`config.mk`:
```
export PLATFORM = sky130hd
export DESIGN_NAME = calu_exec
export DESIGN_NICKNAME = d
export VERILOG_FILES = /design/src/rtl/calu_pkg.sv /design/src/rtl/calu_exec.sv
export SDC_FILE = /design/constraint.sdc
export NUM_CORES = 1
export LEC_CHECK = 0
export BUFFER_PORTS_ARGS = -buffer_cell sky130_fd_sc_hd__buf_2
export CAP_MARGIN = 20
export CORE_ASPECT_RATIO = 1.2
export CORE_UTILIZATION = 50
export DETAILED_ROUTE_END_ITERATION = 6
export PLACE_DENSITY = 0.76
export SKIP_LAST_GASP = 1
export SYNTH_ARGS = -nofsm -noshare
export SYNTH_HDL_FRONTEND = slang
export SYNTH_SLANG_ARGS = --single-unit
export TNS_END_PERCENT = 100
```
`constraint.sdc`:
```
create_clock -name pclk -period 4.4 [get_ports pclk]
set_clock_uncertainty 0.2 [all_clocks]
set_input_delay 0.88 -clock pclk [delete_from_list [all_inputs] [get_ports pclk]]
set_output_delay 0.88 -clock pclk [all_outputs]
set_load 0.005 [all_outputs]
```
`src/rtl/calu_pkg.sv`:
```
// What this block does
// - zero flag follows zero result
// - carry flag records carry out
// - register adds write sum, update Z C N V H
// - word add/subtract immediate, update Z C N V S
// - subtracts write difference, update Z C N V H
// - and/or/xor update Z N V only
// - set and clear mask bits, update Z N V
// - test ands register with itself
// - pointer jump loads pc from Z, two cycles
// - pointer call pushes return, three cycles
// - compare skip equal, one/two/three cycles
// - compares load difference into res_r without res_we, update flags
// - skip on register bit state
// - skip on io bit state, flags untouched
// - generic flag branch adds offset plus one
// - branch on carry set or clear
// - unsigned branches test carry
// - signed branches test N xor V
// - branches on half carry state
// - branches on copy bit state
// - branch on overflow set
// - sign flag always N xor V
// - interrupt clears I, interrupt return sets
`default_nettype none

package calu_pkg;

  // ---------------------------------------------------------------
  // status flag bit positions
  // ---------------------------------------------------------------
  localparam int FLAG_C = 0;
  localparam int FLAG_Z = 1;
  localparam int FLAG_N = 2;
  localparam int FLAG_V = 3;
  localparam int FLAG_S = 4;
  localparam int FLAG_H = 5;
  localparam int FLAG_T = 6;
  localparam int FLAG_I = 7;
  localparam logic [7:0] FLAGS_RESET = 8'h00;
  localparam logic [15:0] PC_RESET = 16'h0000;

  // ---------------------------------------------------------------
  // register map (byte addresses)
  // ---------------------------------------------------------------
  localparam logic [11:0] ADDR_FLAGS  = 12'h000;
  localparam logic [11:0] ADDR_PC     = 12'h004;
  localparam logic [11:0] ADDR_RESULT = 12'h008;

  // ---------------------------------------------------------------
  // cycle counts
  // ---------------------------------------------------------------
  localparam logic [2:0] CYC_ONE       = 3'h1;
  localparam logic [2:0] CYC_BR_TAKEN  = 3'h2;
  localparam logic [2:0] CYC_SKIP_ONE  = 3'h2;
  localparam logic [2:0] CYC_SKIP_TWO  = 3'h3;
  localparam logic [2:0] CYC_PTR_JUMP  = 3'h2;
  localparam logic [2:0] CYC_PTR_CALL  = 3'h3;
  localparam logic [2:0] CYC_RETURN    = 3'h4;

  typedef enum logic [5:0] {
    op_nop, op_add, op_add_carry, op_word_add_immediate, op_sub,
    op_subtract_constant, op_subtract_borrow_reg, op_subtract_borrow_const,
    op_word_subtract_immediate, op_and, op_and_constant, op_or, op_or_constant,
    op_exclusive_or_regs, op_set_mask_bits, op_clear_mask_bits, op_zero_minus_test,
    op_pointer_jump, op_pointer_subroutine_call, op_sub_return, op_interrupt_return,
    op_compare_skip_equal, op_compare, op_compare_carry, op_compare_immediate,
    op_skip_reg_bit_clear, op_skip_reg_bit_set, op_skip_io_bit_clear, op_skip_io_bit_set,
    op_branch_flag_set, op_branch_flag_clear, op_branch_carry_set, op_branch_carry_clear,
    op_branch_unsigned_higher_same, op_branch_unsigned_lower, op_branch_signed_ge,
    op_branch_signed_less, op_branch_halfcarry_set, op_branch_halfcarry_clear,
    op_branch_copybit_set, op_branch_copybit_clear, op_branch_overflow_set
  } calu_op_t;

endpackage

`default_nettype wire

```
`src/rtl/calu_exec.sv`:
```
// Decided for this implementation: the APB slave port and the register offsets.
`default_nettype none

module calu_exec (
  input  wire logic               pclk,
  input  wire logic               presetn,
  input  wire logic [11:0]        paddr,
  input  wire logic               psel,
  input  wire logic               penable,
  input  wire logic               pwrite,
  input  wire logic [31:0]        pwdata,
  input  wire logic [3:0]         pstrb,
  output logic      [31:0]        prdata,
  output logic                    pready,
  output logic                    pslverr,
  input  wire logic               op_valid,
  input  wire calu_pkg::calu_op_t op_code,
  input  wire logic [7:0]         opd_a,
  input  wire logic [7:0]         opd_b,
  input  wire logic [15:0]        word_in,
  input  wire logic [15:0]        z_ptr,
  input  wire logic [11:0]        rel_offset,
  input  wire logic [2:0]         sel_bit,
  input  wire logic [7:0]         io_val,
  input  wire logic               next_two_word,
  input  wire logic [15:0]        ret_addr,
  input  wire logic               irq_take,
  output logic                    op_ready,
  output logic [7:0]              res_data,
  output logic                    res_we,
  output logic [15:0]             word_data,
  output logic                    word_we,
  output logic [15:0]             pc,
  output logic                    push_we,
  output logic [15:0]             push_data,
  output logic                    pop_req,
  output logic [7:0]              flags_out
);

  // ---------------------------------------------------------------
  // arithmetic helpers
  // ---------------------------------------------------------------
  // returns {h, v, n, z, c, result}
  function automatic logic [12:0] arith8(input logic [7:0] a,
                                         input logic [7:0] b,
                                         input logic       cin,
                                         input logic       sub);
    logic [8:0] s;
    logic [4:0] lo;
    logic       v;
    s  = sub ? ({1'b0, a} - {1'b0, b} - {8'h00, cin})
             : ({1'b0, a} + {1'b0, b} + {8'h00, cin});
    lo = sub ? ({1'b0, a[3:0]} - {1'b0, b[3:0]} - {4'h0, cin})
             : ({1'b0, a[3:0]} + {1'b0, b[3:0]} + {4'h0, cin});
    v  = sub ? ((a[7] & ~b[7] & ~s[7]) | (~a[7] & b[7] & s[7]))
             : ((a[7] & b[7] & ~s[7]) | (~a[7] & ~b[7] & s[7]));
    return {lo[4], v, s[7], s[7:0] == 8'h00, s[8], s[7:0]};
  endfunction

  // returns {v, n, z, c, result}
  function automatic logic [19:0] arith16(input logic [15:0] w,
                                          input logic [7:0]  k,
                                          input logic        sub);
    logic [16:0] s;
    logic        v;
    s = sub ? ({1'b0, w} - {9'h000, k}) : ({1'b0, w} + {9'h000, k});
    v = sub ? (w[15] & ~s[15]) : (~w[15] & s[15]);
    return {v, s[15], s[15:0] == 16'h0000, s[16], s[15:0]};
  endfunction

  logic [7:0]  flags_r;
  logic [15:0] pc_r;
  logic [2:0]  busy_cnt_r;
  logic        op_ready_r;
  logic [7:0]  res_r;
  logic        res_we_r;
  logic [15:0] word_r;
  logic        word_we_r;
  logic        push_we_r;
  logic [15:0] push_data_r;
  logic        pop_req_r;
  logic [31:0] prdata_r;
  logic        pready_r;
  logic        pslverr_r;

  logic        accept;
  logic        apb_setup;
  logic        apb_wr;
  logic        apb_hit;

  assign accept    = op_valid & op_ready_r;
  assign apb_setup = psel & ~penable;
  assign apb_wr    = psel & penable & pready_r & pwrite & ~pslverr_r;
  assign apb_hit   = (paddr == calu_pkg::ADDR_FLAGS) | (paddr == calu_pkg::ADDR_PC) |
                     (paddr == calu_pkg::ADDR_RESULT);

  // ---------------------------------------------------------------
  // execute decode
  // ---------------------------------------------------------------
  logic [7:0]  res_nxt;
  logic        res_we_nxt;
  logic [15:0] word_nxt;
  logic        word_we_nxt;
  logic [15:0] pc_nxt;
  logic [2:0]  cyc_nxt;
  logic [7:0]  fl_val;
  logic [7:0]  fl_mask;
  logic        push_nxt;
  logic        pop_nxt;
  logic        taken;
  logic        is_branch;
  logic        skip;

  always_comb begin
    logic [12:0] ar;
    logic [19:0] wr;
    logic [7:0]  lg;
    logic [15:0] seq;
    ar          = 13'h0000;
    wr          = 20'h00000;
    lg          = 8'h00;
    seq         = pc_r + 16'h0001;
    res_nxt     = 8'h00;
    res_we_nxt  = 1'b0;
    word_nxt    = 16'h0000;
    word_we_nxt = 1'b0;
    pc_nxt      = seq;
    cyc_nxt     = calu_pkg::CYC_ONE;
    fl_val      = 8'h00;
    fl_mask     = 8'h00;
    push_nxt    = 1'b0;
    pop_nxt     = 1'b0;
    taken       = 1'b0;
    is_branch   = 1'b0;
    skip        = 1'b0;
    unique case (op_code)
      calu_pkg::op_add, calu_pkg::op_add_carry: begin
        ar = arith8(opd_a, opd_b, (op_code == calu_pkg::op_add_carry) &
                    flags_r[calu_pkg::FLAG_C], 1'b0);
        res_we_nxt = 1'b1;
      end
      calu_pkg::op_sub, calu_pkg::op_subtract_constant, calu_pkg::op_subtract_borrow_reg,
      calu_pkg::op_subtract_borrow_const: begin
        ar = arith8(opd_a, opd_b, flags_r[calu_pkg::FLAG_C] &
                    ((op_code == calu_pkg::op_subtract_borrow_reg) |
                     (op_code == calu_pkg::op_subtract_borrow_const)), 1'b1);
        res_we_nxt = 1'b1;
      end
      calu_pkg::op_compare, calu_pkg::op_compare_immediate, calu_pkg::op_compare_carry: begin
        // difference feeds the flags and res_r, res_we stays low
        ar = arith8(opd_a, opd_b, (op_code == calu_pkg::op_compare_carry) &
                    flags_r[calu_pkg::FLAG_C], 1'b1);
      end
      calu_pkg::op_word_add_immediate, calu_pkg::op_word_subtract_immediate: begin
        wr = arith16(word_in, {2'b00, opd_b[5:0]},
                     op_code == calu_pkg::op_word_subtract_immediate);
        word_nxt    = wr[15:0];
        word_we_nxt = 1'b1;
        fl_mask     = 8'h1f;
        fl_val      = {3'b000, wr[19] ^ wr[18], wr[19], wr[18], wr[17], wr[16]};
      end
      calu_pkg::op_and, calu_pkg::op_and_constant, calu_pkg::op_zero_minus_test,
      calu_pkg::op_clear_mask_bits: begin
        lg = opd_a & ((op_code == calu_pkg::op_clear_mask_bits) ? ~opd_b :
                      (op_code == calu_pkg::op_zero_minus_test) ? opd_a : opd_b);
        res_we_nxt = (op_code != calu_pkg::op_zero_minus_test);
      end
      calu_pkg::op_or, calu_pkg::op_or_constant, calu_pkg::op_set_mask_bits: begin
        lg         = opd_a | opd_b;
        res_we_nxt = 1'b1;
      end
      calu_pkg::op_exclusive_or_regs: begin
        lg         = opd_a ^ opd_b;
        res_we_nxt = 1'b1;
      end
      calu_pkg::op_pointer_jump: begin
        pc_nxt  = z_ptr;
        cyc_nxt = calu_pkg::CYC_PTR_JUMP;
      end
      calu_pkg::op_pointer_subroutine_call: begin
        pc_nxt   = z_ptr;
        push_nxt = 1'b1;
        cyc_nxt  = calu_pkg::CYC_PTR_CALL;
      end
      calu_pkg::op_sub_return, calu_pkg::op_interrupt_return: begin
        pc_nxt  = ret_addr;
        pop_nxt = 1'b1;
        cyc_nxt = calu_pkg::CYC_RETURN;
      end
      calu_pkg::op_compare_skip_equal: skip = (opd_a == opd_b);
      calu_pkg::op_skip_reg_bit_clear: skip = ~opd_a[sel_bit];
      calu_pkg::op_skip_reg_bit_set:   skip = opd_a[sel_bit];
      calu_pkg::op_skip_io_bit_clear:  skip = ~io_val[sel_bit];
      calu_pkg::op_skip_io_bit_set:    skip = io_val[sel_bit];
      calu_pkg::op_nop: pc_nxt = seq;
      default: begin
        is_branch = 1'b1;
        unique case (op_code)
          calu_pkg::op_branch_flag_set:   taken = flags_r[sel_bit];
          calu_pkg::op_branch_flag_clear: taken = ~flags_r[sel_bit];
          calu_pkg::op_branch_carry_set, calu_pkg::op_branch_unsigned_lower:
            taken = flags_r[calu_pkg::FLAG_C];
          calu_pkg::op_branch_carry_clear, calu_pkg::op_branch_unsigned_higher_same:
            taken = ~flags_r[calu_pkg::FLAG_C];
          calu_pkg::op_branch_signed_ge:
            taken = ~(flags_r[calu_pkg::FLAG_N] ^ flags_r[calu_pkg::FLAG_V]);
          calu_pkg::op_branch_signed_less:
            taken = flags_r[calu_pkg::FLAG_N] ^ flags_r[calu_pkg::FLAG_V];
          calu_pkg::op_branch_halfcarry_set:   taken = flags_r[calu_pkg::FLAG_H];
          calu_pkg::op_branch_halfcarry_clear: taken = ~flags_r[calu_pkg::FLAG_H];
          calu_pkg::op_branch_copybit_set:     taken = flags_r[calu_pkg::FLAG_T];
          calu_pkg::op_branch_copybit_clear:   taken = ~flags_r[calu_pkg::FLAG_T];
          calu_pkg::op_branch_overflow_set:    taken = flags_r[calu_pkg::FLAG_V];
          default: taken = 1'b0;
        endcase
        if (taken) begin
          pc_nxt  = seq + {{4{rel_offset[11]}}, rel_offset};
          cyc_nxt = calu_pkg::CYC_BR_TAKEN;
        end
      end
    endcase
    if (skip) begin
      pc_nxt  = seq + (next_two_word ? 16'h0002 : 16'h0001);
      cyc_nxt = next_two_word ? calu_pkg::CYC_SKIP_TWO : calu_pkg::CYC_SKIP_ONE;
    end
    // 8-bit arithmetic class: Z C N V H
    if (ar != 13'h0000 || op_code inside {calu_pkg::op_add, calu_pkg::op_add_carry,
        calu_pkg::op_sub, calu_pkg::op_subtract_constant, calu_pkg::op_subtract_borrow_reg,
        calu_pkg::op_subtract_borrow_const, calu_pkg::op_compare,
        calu_pkg::op_compare_immediate, calu_pkg::op_compare_carry}) begin
      res_nxt = ar[7:0];
      fl_mask = 8'h2f;
      fl_val  = {2'b00, ar[12], 1'b0, ar[11], ar[10], ar[9], ar[8]};
    end
    // logic class: Z N V, carry kept
    if (op_code inside {calu_pkg::op_and, calu_pkg::op_and_constant, calu_pkg::op_or,
        calu_pkg::op_or_constant, calu_pkg::op_exclusive_or_regs, calu_pkg::op_set_mask_bits,
        calu_pkg::op_clear_mask_bits, calu_pkg::op_zero_minus_test}) begin
      res_nxt = lg;
      fl_mask = 8'h0e;
      fl_val  = {4'h0, 1'b0, lg[7], lg == 8'h00, 1'b0};
    end
  end

  // ---------------------------------------------------------------
  // status flags
  // ---------------------------------------------------------------
  // hardware updates win over a software write in the same cycle
  logic [7:0] flags_nxt;
  always_comb begin
    flags_nxt = flags_r;
    if (apb_wr && paddr == calu_pkg::ADDR_FLAGS && pstrb[0]) begin
      flags_nxt = pwdata[7:0];
    end
    if (irq_take) begin
      flags_nxt[calu_pkg::FLAG_I] = 1'b0;
    end
    if (accept) begin
      flags_nxt = (flags_nxt & ~fl_mask) | (fl_val & fl_mask);
      if (op_code == calu_pkg::op_interrupt_return) begin
        flags_nxt[calu_pkg::FLAG_I] = 1'b1;
      end
    end
    flags_nxt[calu_pkg::FLAG_S] = flags_nxt[calu_pkg::FLAG_N] ^ flags_nxt[calu_pkg::FLAG_V];
  end

  always_ff @(posedge pclk or negedge presetn) begin
    if (!presetn) begin
      flags_r <= calu_pkg::FLAGS_RESET;
    end else begin
      flags_r <= flags_nxt;
    end
  end

  // ---------------------------------------------------------------
  // program counter and sequencing
  // ---------------------------------------------------------------
  always_ff @(posedge pclk or negedge presetn) begin
    if (!presetn) begin
      pc_r       <= calu_pkg::PC_RESET;
      busy_cnt_r <= 3'h0;
      op_ready_r <= 1'b1;
    end else if (accept) begin
      pc_r       <= pc_nxt;
      busy_cnt_r <= cyc_nxt - 3'h1;
      op_ready_r <= (cyc_nxt == calu_pkg::CYC_ONE);
    end else if (busy_cnt_r != 3'h0) begin
      busy_cnt_r <= busy_cnt_r - 3'h1;
      op_ready_r <= (busy_cnt_r == 3'h1);
    end
  end

  // ---------------------------------------------------------------
  // write-back and stack strobes
  // ---------------------------------------------------------------
  always_ff @(posedge pclk or negedge presetn) begin
    if (!presetn) begin
      res_r       <= 8'h00;
      res_we_r    <= 1'b0;
      word_r      <= 16'h0000;
      word_we_r   <= 1'b0;
      push_we_r   <= 1'b0;
      push_data_r <= 16'h0000;
      pop_req_r   <= 1'b0;
    end else begin
      res_we_r  <= accept & res_we_nxt;
      word_we_r <= accept & word_we_nxt;
      push_we_r <= accept & push_nxt;
      pop_req_r <= accept & pop_nxt;
      if (accept) begin
        res_r       <= res_nxt;
        word_r      <= word_nxt;
        push_data_r <= pc_r + 16'h0001;
      end
    end
  end

  // ---------------------------------------------------------------
  // apb slave, answers in the first access cycle
  // ---------------------------------------------------------------
  always_ff @(posedge pclk or negedge presetn) begin
    if (!presetn) begin
      prdata_r  <= 32'h0000_0000;
      pready_r  <= 1'b0;
      pslverr_r <= 1'b0;
    end else if (apb_setup) begin
      pready_r  <= 1'b1;
      pslverr_r <= ~apb_hit;
      unique case (paddr)
        calu_pkg::ADDR_FLAGS:  prdata_r <= {24'h000000, flags_r};
        calu_pkg::ADDR_PC:     prdata_r <= {16'h0000, pc_r};
        calu_pkg::ADDR_RESULT: prdata_r <= {24'h000000, res_r};
        default:               prdata_r <= 32'h0000_0000;
      endcase
    end else begin
      pready_r  <= 1'b0;
      pslverr_r <= 1'b0;
    end
  end

  assign prdata    = prdata_r;
  assign pready    = pready_r;
  assign pslverr   = pslverr_r;
  assign op_ready  = op_ready_r;
  assign res_data  = res_r;
  assign res_we    = res_we_r;
  assign word_data = word_r;
  assign word_we   = word_we_r;
  assign pc        = pc_r;
  assign push_we   = push_we_r;
  assign push_data = push_data_r;
  assign pop_req   = pop_req_r;
  assign flags_out = flags_r;
endmodule

`default_nettype wire

```
==> run_summary.xml <==
<?xml version="1.0" encoding="UTF-8"?>
<metrics>
  <group name="sta">
    <metric name="final-setup-viol-count" unit="">0</metric>
    <metric name="fmaxAchievable" unit="MHz">243.9</metric>
    <metric name="slew_violations" unit="">0</metric>
    <metric name="final_period_minus_worst_setup_slack" unit="ps">4100</metric>
    <metric name="min_period_over_period" unit="%">93.19</metric>
    <metric name="finalWorstSetupSlack" unit="ps">299.6</metric>
    <metric name="totalNegativeSetupSlack" unit="ps">0</metric>
    <metric name="finalHoldViolations" unit="">0</metric>
    <metric name="tightest_slew" unit="ps">1072</metric>
    <metric name="relSlewSlack" unit="%">26.71</metric>
    <metric name="rsz_0062_raised_after_global_routing" unit="">false</metric>
  </group>
  <group name="critical_path">
    <metric name="critPathLaunchType" unit="">primary input</metric>
    <metric name="worst-path-max-fanout" unit="">5</metric>
    <metric name="ff2ff_path_depth" unit="">14</metric>
    <metric name="critical_path.reg2reg.startpoint" unit="">pc[2]</metric>
    <metric name="worst-endpoint-arrival" unit="ps">4120</metric>
    <metric name="ff2ff_setup_slack" unit="ps">480</metric>
    <metric name="timing.setup.critical_path_class" unit="">primary input to register</metric>
    <metric name="crit_path_end_kind" unit="">register</metric>
    <metric name="regToRegEndpoint" unit="">pc[15]</metric>
    <metric name="worstPathRequired" unit="ps">4420</metric>
  </group>
  <group name="clocking">
    <metric name="tritoncts" unit="">yes</metric>
    <metric name="ctsResizeCount" unit="">0</metric>
    <metric name="clk_path_buf_depth" unit="">2</metric>
    <metric name="cts_htree_levels" unit="">3</metric>
    <metric name="post_cts_buffers" unit="">0</metric>
    <metric name="clk_root_buffer_cell" unit="">sky130_fd_sc_hd__clkbuf_16</metric>
    <metric name="clk_pin_slew" unit="ps">70</metric>
    <metric name="numCtsBuffers" unit="">9</metric>
    <metric name="cts.hold.buffers_added" unit="">0</metric>
    <metric name="clock_sinks" unit="">90</metric>
    <metric name="worst_skew_pair.late_latency" unit="ps">340</metric>
  </group>
  <group name="status">
    <metric name="outcome" unit="">finished, final reports clean</metric>
  </group>
  <group name="finish">
    <metric name="layout-drive-gt1-share" unit="%">24.42</metric>
    <metric name="fillCellCount" unit="">1624</metric>
    <metric name="mostFrequentLayoutCells" unit="">sky130_fd_sc_hd__buf_2, sky130_fd_sc_hd__nand2_1, sky130_fd_sc_hd__nor2_1, sky130_fd_sc_hd__dfrtp_1, sky130_fd_sc_hd__buf_4</metric>
    <metric name="syn2layout_area_growth" unit="%">20.90</metric>
    <metric name="stdcell_area" unit="um2">10890</metric>
    <metric name="layout.nets" unit="">1566</metric>
    <metric name="mostFrequentLayoutCell" unit="">sky130_fd_sc_hd__buf_2</metric>
    <metric name="antennaDiodeCount" unit="">0</metric>
  </group>
  <group name="placed_design">
    <metric name="place_area" unit="um2">10600</metric>
    <metric name="gp_routability_congestion" unit="">0.9905</metric>
    <metric name="dpl_worst_slack" unit="ps">-4.517</metric>
    <metric name="buffer_ports.inserted" unit="">207</metric>
    <metric name="hpwl" unit="mm">23.85</metric>
  </group>
  <group name="logic_synthesis">
    <metric name="synth_seq_area_share" unit="%">25.02</metric>
    <metric name="synthFlopType" unit="">sky130_fd_sc_hd__dfrtp_1</metric>
    <metric name="synth_seq_cells" unit="">90</metric>
    <metric name="number_of_enable_flip_flop_cells_after_synthesis" unit="">0</metric>
    <metric name="syn_area_per_cell" unit="um2">8.171</metric>
    <metric name="post_synth_instance_area" unit="um2">9005</metric>
    <metric name="synth-async-reset-ratio" unit="%">100.0</metric>
    <metric name="ys_warns" unit="">0</metric>
    <metric name="synthCells" unit="">1102</metric>
    <metric name="synth_cell_type_count" unit="">88</metric>
  </group>
  <group name="drt">
    <metric name="drc_errors" unit="">0</metric>
    <metric name="detail_route.wirelength" unit="mm">29.51</metric>
    <metric name="drtPass1Iterations" unit="">6</metric>
    <metric name="num_vias" unit="">9508</metric>
    <metric name="routedWlPerCell" unit="um">18.83</metric>
    <metric name="route.detailed.vias_per_inst" unit="">6.068</metric>
    <metric name="drtAntennaViolNets" unit="">0</metric>
    <metric name="initialDrtViolationCount" unit="">721</metric>
  </group>
  <group name="floorplanning">
    <metric name="die_w" unit="um">124.5</metric>
    <metric name="core_region_area" unit="um2">17570</metric>
    <metric name="start_util" unit="%">51.24</metric>
    <metric name="design.die.area" unit="um2">18550</metric>
    <metric name="top_level_ports" unit="">252</metric>
    <metric name="std_cell_rows" unit="">53</metric>
    <metric name="die_y" unit="um">149.0</metric>
  </group>
  <group name="power_and_ir_drop">
    <metric name="ir_worst_vdd" unit="V">0.0002052</metric>
    <metric name="cellLeakagePower" unit="nW">5.449</metric>
    <metric name="power_density" unit="nW/um2">377.9</metric>
  </group>
  <group name="global_route">
    <metric name="first_global_vias" unit="">9148</metric>
    <metric name="globalRouteTotalUtil" unit="%">31.71</metric>
    <metric name="initial_antenna_violation_count" unit="">1</metric>
    <metric name="grt_first_pass_wirelength" unit="mm">46.62</metric>
    <metric name="grt_overflow_total" unit="">0</metric>
    <metric name="grt_start_max_net_pins" unit="">66</metric>
  </group>
  <group name="hold_path">
    <metric name="hold_class" unit="">register to register</metric>
    <metric name="hold_path_depth" unit="">2</metric>
    <metric name="hold_path_end" unit="">push_data[11]</metric>
    <metric name="worst_min_path_start" unit="">push_data[11]</metric>
  </group>
  <group name="job">
    <metric name="drv_cap" unit="">0</metric>
  </group>
</metrics>
-- layout make-up --
cell class	count	area, um2	area share (%)
inverters	56	210.2	1.931
multi-input cells	902	6252	57.43
clock buffers	9	225.2	2.069
well taps	220	275.3	2.528
clock inverters	7	61.31	0.5632
repair buffers	283	1609	14.78
flip-flops and latches	90	2253	20.70
-- flip-flops by register name, summed over array words and instances, names as in the netlist --
register	count
word_data	16
busy_cnt_r	3
pc	16
push_we	1
res_data	8
pslverr	1
flags_out	8
res_we	1
prdata	16
op_ready	1
word_we	1
pready	1
pop_req	1
push_data	16
-- cells by family (layout without fill, tap and decap cells) --
family,count (synthesis),in the layout,share of synthesized area (%)
adders and majority gates,75,75,10.92
other,1,16,0.04164
and+or+nand+nor,388,388,21.41
buffers and inverters,125,355,6.322
AOI/OAI and AO/OA,312,312,23.73
muxes,35,35,4.752
xor gates and xnor gates,76,76,7.795
DFF,90,90,25.02
-- report_power, final --
| part | internal [mW] | leakage (nW) | switching, mW |
|---|---|---|---|
| Sequential | 1.02 | 1.19 | 0.252 |
| Clock | 0.394 | 0.144 | 0.358 |
| Combinational | 0.922 | 4.11 | 1.17 |
-- cells in the mapped netlist (19+ instances only) --
cell type,number,area (um2)
sky130_fd_sc_hd__a21oi_1,76,380.4
sky130_fd_sc_hd__clkbuf_1,32,120.1
sky130_fd_sc_hd__dfrtp_1,89,2227
sky130_fd_sc_hd__ha_1,69,863.3
sky130_fd_sc_hd__inv_1,54,202.7
sky130_fd_sc_hd__mux2i_1,27,270.3
sky130_fd_sc_hd__nand2_1,118,442.9
sky130_fd_sc_hd__nand3_1,26,130.1
sky130_fd_sc_hd__nor2_1,90,337.8
sky130_fd_sc_hd__nor3_1,30,150.1
sky130_fd_sc_hd__o21ai_0,47,235.2
sky130_fd_sc_hd__o31ai_1,21,157.7
sky130_fd_sc_hd__xnor2_1,53,464.2
sky130_fd_sc_hd__xor2_1,19,166.4
-- metrics by stage --
stage,cells,util (%),hold slack [ps],total power [mW]
finish,1567,61.95,269.6,4.114
global route,1567,61.95,295.9,4.391
CTS,1567,61.95,274.1,4.110
detailed placement,1551,60.32,257.1,3.345
global placement,1551,60.32,254.3,3.302
floorplan,1117,-,256.3,2.569
-- how the worst max path moves through the flow --
stage / startpoint / endpoint / slack [ps] / cells after the start
global route: opd_b[3] / flags_out[4] / 140 / 15
global placement: opd_b[3] / flags_out[4] / 40 / 15
CTS: opd_b[3] / flags_out[4] / 350 / 15
detailed placement: opd_b[3] / flags_out[4] / -5 / 15
floorplan: op_code[0] / flags_out[4] / 50 / 16
finish: opd_b[3] / flags_out[4] / 300 / 15
-- worst max-delay path: stages --
cell and delay, ps:
sky130_fd_sc_hd__buf_2 130, sky130_fd_sc_hd__nor3_1 270, sky130_fd_sc_hd__and2_1 230, sky130_fd_sc_hd__ha_1 260, sky130_fd_sc_hd__mux2i_1 230, sky130_fd_sc_hd__ha_1 320
sky130_fd_sc_hd__o21a_1 220, sky130_fd_sc_hd__o2111ai_1 240, sky130_fd_sc_hd__o21bai_1 200, sky130_fd_sc_hd__a21o_1 180, sky130_fd_sc_hd__a31oi_1 120, sky130_fd_sc_hd__xnor2_2 210
sky130_fd_sc_hd__nor2_1 80, sky130_fd_sc_hd__or3_1 410, sky130_fd_sc_hd__xor2_1 150
-- layer usage --
layer | routed length [um] | GRT usage, % | share of wire [%] | vias up
met1 | 11410 | 36.68 | 39 | 4517
met4 | 1398 | 16.27 | 4.7 | 0
met5 | 0 | 0 | 0 | -
met3 | 1820 | 4.663 | 6.2 | 92
met2 | 14880 | 56.88 | 50 | 414
li1 | - | - | - | 4485
Note: power is estimated with default switching activity, not from simulation.
